$ cat src/hw/midb_pkg.sv
package midb_pkg;
   localparam int DATA_W     = 8;
   localparam int PC_W       = 11;
   localparam int PTR_HI_W   = 3;
   localparam int PC_HI_LSB  = 8;
   localparam int OP_W       = 3;
   localparam logic [7:0] ACC_RESET = 8'h00;
   localparam logic       GIE_RESET = 1'b0;
   localparam logic [10:0] PC_RESET = 11'h000;
   localparam logic       DEST_ACC  = 1'b0;
   localparam logic       DEST_REG  = 1'b1;

   typedef enum logic [OP_W-1:0] {
      midb_op_none,
      midb_op_dec,
      midb_op_inc,
      midb_op_inc_skip,
      midb_op_irq_off,
      midb_op_irq_on,
      midb_op_branch
   } midb_op_type;

   typedef enum {
      midb_st_exec,
      midb_st_second
   } midb_state_type;
endpackage : midb_pkg

$ cat src/hw/midb_core.sv
`timescale 1ns/100ps
module midb_core #(
   parameter int DATA_W = 8,
   parameter int PC_W   = 11
) (
   input  wire logic                  ref_clk,
   input  wire logic                  rst,
   input  wire logic                  op_valid,
   input  wire logic [2:0]            op_code,
   input  wire logic                  dest_bit,
   input  wire logic [DATA_W-1:0]     reg_value,
   input  wire logic [DATA_W-1:0]     table_high_pointer,
   input  wire logic [PC_W-1:0]       pc_next_seq,
   output logic                       op_ready,
   output logic                       reg_we,
   output logic [DATA_W-1:0]          reg_wdata,
   output logic [DATA_W-1:0]          accumulator,
   output logic                       zero_flag,
   output logic                       global_irq_enable_bit,
   output logic                       pc_load,
   output logic [PC_W-1:0]            pc_value,
   output logic                       fetch_discard
);
   midb_pkg::midb_state_type state_q;
   midb_pkg::midb_state_type state_d;
   logic [DATA_W-1:0] acc_q;
   logic              zero_q;
   logic              gie_q;
   logic [PC_W-1:0]   pc_q;
   logic              pc_load_q;
   logic              discard_q;
   logic              reg_we_q;
   logic [DATA_W-1:0] reg_wdata_q;

   wire midb_pkg::midb_op_type op = midb_pkg::midb_op_type'(op_code);
   wire               in_exec  = (state_q == midb_pkg::midb_st_exec);
   wire               take     = op_valid && in_exec;
   // Adder shared by both increment forms
   wire [DATA_W-1:0]  inc_val  = reg_value + DATA_W'(1);
   wire [DATA_W-1:0]  dec_val  = reg_value - DATA_W'(1);
   wire               is_dec   = take && (op == midb_pkg::midb_op_dec);
   wire               is_inc   = take && (op == midb_pkg::midb_op_inc);
   wire               is_incsz = take && (op == midb_pkg::midb_op_inc_skip);
   wire               is_arith = is_dec || is_inc || is_incsz;
   wire [DATA_W-1:0]  result   = is_dec ? dec_val : inc_val;
   wire               res_zero = (result == '0);
   wire               skip     = is_incsz && res_zero;
   wire               branch   = take && (op == midb_pkg::midb_op_branch);
   wire [PC_W-1:0]    branch_pc = {table_high_pointer[midb_pkg::PTR_HI_W-1:0], acc_q};

   // Second cycle holds off the next op for branch and taken skip
   assign op_ready = in_exec;

   always_comb begin
      state_d = state_q;
      case (state_q)
         midb_pkg::midb_st_exec: begin
            if (branch || skip) begin
               state_d = midb_pkg::midb_st_second;
            end
         end
         midb_pkg::midb_st_second: begin
            state_d = midb_pkg::midb_st_exec;
         end
         default: begin
            state_d = midb_pkg::midb_st_exec;
         end
      endcase
   end

   always_ff @(posedge ref_clk) begin
      if (rst) begin
         state_q <= midb_pkg::midb_st_exec;
      end else begin
         state_q <= state_d;
      end
   end

   always_ff @(posedge ref_clk) begin
      if (rst) begin
         acc_q       <= midb_pkg::ACC_RESET;
         zero_q      <= 1'b0;
         reg_we_q    <= 1'b0;
         reg_wdata_q <= '0;
      end else begin
         reg_we_q <= is_arith && (dest_bit == midb_pkg::DEST_REG);
         if (is_arith) begin
            zero_q      <= res_zero;
            reg_wdata_q <= result;
            if (dest_bit == midb_pkg::DEST_ACC) begin
               acc_q <= result;
            end
         end
      end
   end

   always_ff @(posedge ref_clk) begin
      if (rst) begin
         gie_q <= midb_pkg::GIE_RESET;
      end else if (take && op == midb_pkg::midb_op_irq_off) begin
         gie_q <= 1'b0;
      end else if (take && op == midb_pkg::midb_op_irq_on) begin
         gie_q <= 1'b1;
      end
   end

   always_ff @(posedge ref_clk) begin
      if (rst) begin
         pc_q      <= midb_pkg::PC_RESET;
         pc_load_q <= 1'b0;
         discard_q <= 1'b0;
      end else begin
         pc_load_q <= branch;
         discard_q <= branch || skip;
         if (branch) begin
            pc_q <= branch_pc;
         end else if (take) begin
            pc_q <= pc_next_seq;
         end
      end
   end

   assign reg_we                = reg_we_q;
   assign reg_wdata             = reg_wdata_q;
   assign accumulator           = acc_q;
   assign zero_flag             = zero_q;
   assign global_irq_enable_bit = gie_q;
   assign pc_load               = pc_load_q;
   assign pc_value              = pc_q;
   assign fetch_discard         = discard_q;
endmodule : midb_core

$ cat config.mk
export PLATFORM = sky130hd
export DESIGN_NAME = midb_core
export DESIGN_NICKNAME = d
export VERILOG_FILES = /design/src/hw/midb_pkg.sv /design/src/hw/midb_core.sv
export SDC_FILE = /design/constraint.sdc
export NUM_CORES = 1
export LEC_CHECK = 0
export BUFFER_PORTS_ARGS = -buffer_cell sky130_fd_sc_hd__buf_2
export CAP_MARGIN = 10
export CORE_MARGIN = 5
export CORE_UTILIZATION = 43
export CTS_CLUSTER_DIAMETER = 30
export DETAILED_ROUTE_END_ITERATION = 12
export PLACE_DENSITY = 0.77
export SLEW_MARGIN = 40
export SYNTH_ARGS = -nofsm -noshare
export SYNTH_HDL_FRONTEND = slang
export SYNTH_SLANG_ARGS = --single-unit
$ cat constraint.sdc
create_clock -name ref_clk -period 7.81 [get_ports ref_clk]
set_input_delay 1.562 -clock ref_clk [delete_from_list [all_inputs] [get_ports ref_clk]]
set_output_delay 1.562 -clock ref_clk [all_outputs]
set_load 0.01 [all_outputs]
* Word-level counts from Yosys, hierarchy flattened
Index checks and enable logic that the tools add are counted.
** Cells by class
- Bitwise gates (word level) :: 2
- Muxes and demuxes :: 3
- Reductions and logical operators :: 19
- Add/sub/neg operators :: 2
- Equal/unequal tests :: 6
** Operators with widths (count)
- $logic_not 32->1 :: 2
- $mux 11 :: 2
- $eq 3x3->1 const B :: 3
- $logic_and 1x1->1 :: 9
- $add 8x1->8 const B :: 1
- $logic_not 8->1 :: 1
- $mux 8 :: 1
- $sub 8x1->8 const B :: 1
- $eq 3x2->1 const B :: 2
- $reduce_or 2->1 :: 2
- $eq 3x1->1 const B :: 1
- $logic_or 1x1->1 :: 3
- $not 1->1 :: 2
- $reduce_and 2->1 :: 1
- $reduce_bool 2->1 :: 1
** Word-level totals
- Bits in registers :: 33
- Output and inout port bits :: 33
- Bits of input ports :: 34
- Logic and storage cells :: 41

* Depth between registers and ports, before layout
- Depth after elaboration :: 7
- Depth in mapped cells :: 10
- Gate-level depth less buffers :: 10

* Worst setup path before layout
No wires, ideal clock.
- Path kind :: input -> register
- Start point :: input port op_valid
- End point :: register zero_q (netlist: zero_flag)
- Cell stages on the path :: 9
- Path slack :: 3.591 ns
- Arrival :: 4.136 ns
- Library setup time :: 0.083 ns
- Cell sequence :: nand2b_1 -> nor3_2 -> ha_1 -> a211oi_2 -> nor2_1 -> xor2_1 -> or4b_1 -> or4b_4 -> o31ai_4
** On the way
- Word-level cells in the longest chain between the ends :: 4
- Elaborated cells between the ends (all ways) :: 8
- Those cells by class :: mux (1); reduce/logical (7)
** RTL lines
- start, declared :: RTL line midb_core.sv:8 : input wire logic op_valid,
- $logic_and 1x1->1 * :: RTL line midb_core.sv:37 : wire take = op_valid && in_exec;
- $logic_and 1x1->1, on equally long branches :: RTL line midb_core.sv:41, midb_core.sv:42
- $mux 8 / $logic_or 1x1->1 (equally long branches) :: RTL line midb_core.sv:45, midb_core.sv:44
- $logic_not 8->1 / $logic_or 1x1->1 (equally long branches) :: RTL line midb_core.sv:46, midb_core.sv:44
- end signal, assigned :: RTL line midb_core.sv:88 : zero_q <= res_zero;
- end, declared :: RTL line midb_core.sv:27 : logic zero_q;
Every way passes the cells marked *; elsewhere a longest branch is shown, timed or not.
A chain may end at the register's enable or synchronous reset.

* Worst setup path in the final report
Ends and elaborated chain as after synthesis.

==> results.cfg <==
[clock_network]
clockBufferDepth = 2
path_clk_slew_ns = 0.07
cts_hold_buffers = 0
cts_htree_levels = 2
clock-sinks = 33
post-cts-setup-buffer-count = 0
cts.repair.resized = 0
clk_latency_ns = 0.28
cts_tree = yes
cts_root_buffer = clkbuf_8
numCtsBuffers = 5

[pwr]
power_mw = 0.4113
vdd.ir_drop.worst_uv = 78.12
p_leak_nw = 0.9066
p_per_area_mw_per_mm2 = 197.3

[synthesis]
synth_top_area_share_pct = 40.93
synth_cells = 181
synth_top_area_cell = dfxtp_1
synth_compound_area_share_pct = 20.62
synth_top_family_by_area = compound AO/OA/AOI/OAI gates
synth_ff_type = dfxtp_1
synth.top_cells.by_count = dfxtp_1 (33), nor2_1 (26), a211oi_1 (17)
synth.yosys.warnings = 0
yosys.area_share.adder_pct = 6.667
synth_seq_cells = 33
syn-cell-area_mm2 = 0.001614
syn_area_per_cell_um2 = 8.917
yosys.area_share.simple_pct = 17.52
yosysMostFrequentCell = dfxtp_1
ys_seq_area_share_pct = 40.93
synth_edf_count = 0
ys_types = 33
synth.area.mux_share_pct = 7.442
synth.top_cells.by_area = dfxtp_1 (41%), a211oi_1 (7.9%), mux2i_1 (7.4%)
synth_nets = 223
synth_xor_area_share_pct = 3.256
synth-async-reset-ratio_pct = 0

[timing]
min_period_over_period_pct = 56.21
finalSetupViolations = 0
timing.hold.ws_ns = 0.4565
setup_ws_ns = 3.420
slew_headroom_pct = 53.63
rsz0062_at_grt = no
worst_pin_slew_ns = 0.6933
maxSlewViolCount = 0
hold_viol_final = 0
max_freq_ghz = 0.2278
min_period_ns = 4.390
fin_tns_setup_ns = 0
skew_ns = 0.008428

[final_layout]
num_antenna_cells = 0
syn2layout_area_growth_pct = 29.15
final_layout_size_suffix_gt1_share_pct = 31.82
finalNetCount = 283

[placed_design]
gp_congestion = 0.8105
dp_slack_ns = 3.093
io_buffers = 61
post-dp-hpwl_um = 2906

[drt]
drcViolationCount = 0
vias = 1479
drt-total-wl_um = 3777
dr.pass1.iters = 4
vias_per_cell = 5.100
post_drt_wl_per_cell_um = 13.02
postRouteAntennaNets = 0
first_iter_violations = 42

[setup_path]
slowest_stage = nor3_2
start_kind = input port
worstRegToRegCells = 10
cp_max_fo = 8
crit_family = simple AND/OR/NAND/NOR gates
cpMostUsedCell = nand2b_1
worst-path-stages = 11
setup.worst_path.class = input port to flop
cp_data_required_time_ns = 8.01
crit_path_end_kind = flop
slowest_delay_ns = 0.56
worstPathArrival_ns = 4.59
worstPathCellList = buf_2 > nand2b_1 > nor3_2 > inv_1 > fa_1 > nand2b_1 > a21oi_2 > xor2_1 > or4b_1 > or4b_4 > o31ai_4
path_buf_inv = 2

[floorplan]
die_h_um = 71.27
die_x_um = 71.27
die_area_mm2 = 0.005079
core-area_mm2 = 0.003661
rows = 22
initial_core_util_pct = 44.09
top_level_ports = 67

[grt]
grt_max_degree = 34
grt.total_usage_pct = 15.45
grt_pass1_vias = 1359
grt_pass1_wl_um = 6285
grt_overflow = 0
antenna_found_initial = 0

[run]
cap_violations = 0

[run_status]
outcome = finished clean

[min_path]
min_delay_path_depth = 2
hold_class = flop to flop
-- cell families (layout without fill, tap and decap cells) --
kind of cell	count (synthesis)	count (layout)
and+or+nand+nor	59	59
AOI/OAI and AO/OA	48	48
DFF	33	33
buffers and inverters	15	76
muxes	12	12
adders and majority gates	8	8
xor gates and xnor gates	6	6
-- cell type report --
type                    count  area [um^2]
fillers                   335         1577
well taps                  48        60.06
multi-input cells         133        912.1
flip-flops and latches     33        660.6
inverters                   6        22.52
clock inverters             1        30.03
clock buffers               7        86.33
repair buffers             62        312.8
-- stage by stage --
step                instances  instance area [um^2]  utilization (%)
floorplan                 181                  1614                -
global placement          282                  1957            53.45
detailed placement        282                  1968            53.76
CTS                       290                  2085            56.94
global route              290                  2085            56.94
finish                    290                  2085            56.94
-- layer usage --
metal | global-route usage (%) | share of wire [%]
met3 | 5.330 | 7.9
met2 | 24.39 | 47
met1 | 19.76 | 44
met4 | 5.010 | 1.4
met5 | 0 | 0
-- power breakdown --
part           internal (mW)  switching (mW)
logic                 0.0278          0.0380
clock network          0.104          0.0595
registers              0.177         0.00463
total                  0.309           0.102
-- sequential cells by signal (all words and copies together) (netlist names) --
register / count
pc_value: 11
accumulator: 8
reg_wdata: 8
fetch_discard: 1
global_irq_enable_bit: 1
pc_load: 1
reg_we: 1
state_q: 1
zero_flag: 1
-- worst reg2reg max path, stage by stage, from the launching register on --
cell and delay (ns):
dfxtp_1 0.32, nand2b_1 0.28, nor3_2 0.56, inv_1 0.12, fa_1 0.43, nand2b_1 0.19
a21oi_2 0.13, xor2_1 0.11, or4b_1 0.48, or4b_4 0.56, o31ai_4 0.17
-- worst paths after layout --
path | from | to | slack, ns
max | op_valid | zero_flag$_SDFFE_PP0N_ | 3.42
min | reg_wdata[3]$_SDFFE_PP0N_ | reg_wdata[3]$_SDFFE_PP0N_ | 0.46
min reg2reg | reg_wdata[3]$_SDFFE_PP0N_ | reg_wdata[3]$_SDFFE_PP0N_ | 0.46
max reg2reg | state_q[0]$_SDFFE_PP0P_ | zero_flag$_SDFFE_PP0N_ | 4.38
-- placed cells by master (no fill, tap or decap), drive strengths merged, types with 3 or more instances in the layout --
| cell | netlist | final |
|---|---|---|
| a211oi | 18 | 18 |
| a21oi | 15 | 15 |
| buf | 1 | 62 |
| clkbuf | 8 | 7 |
| dfxtp | 33 | 33 |
| ha | 7 | 7 |
| inv | 6 | 6 |
| mux2i | 12 | 12 |
| nand2 | 16 | 16 |
| nand2b | 3 | 3 |
| nor2 | 26 | 26 |
| nor3 | 4 | 4 |
| o21ai | 7 | 7 |
| o21bai | 3 | 3 |
| or4b | 3 | 3 |
| xnor2 | 4 | 4 |
(Power assumes the default switching activity.)
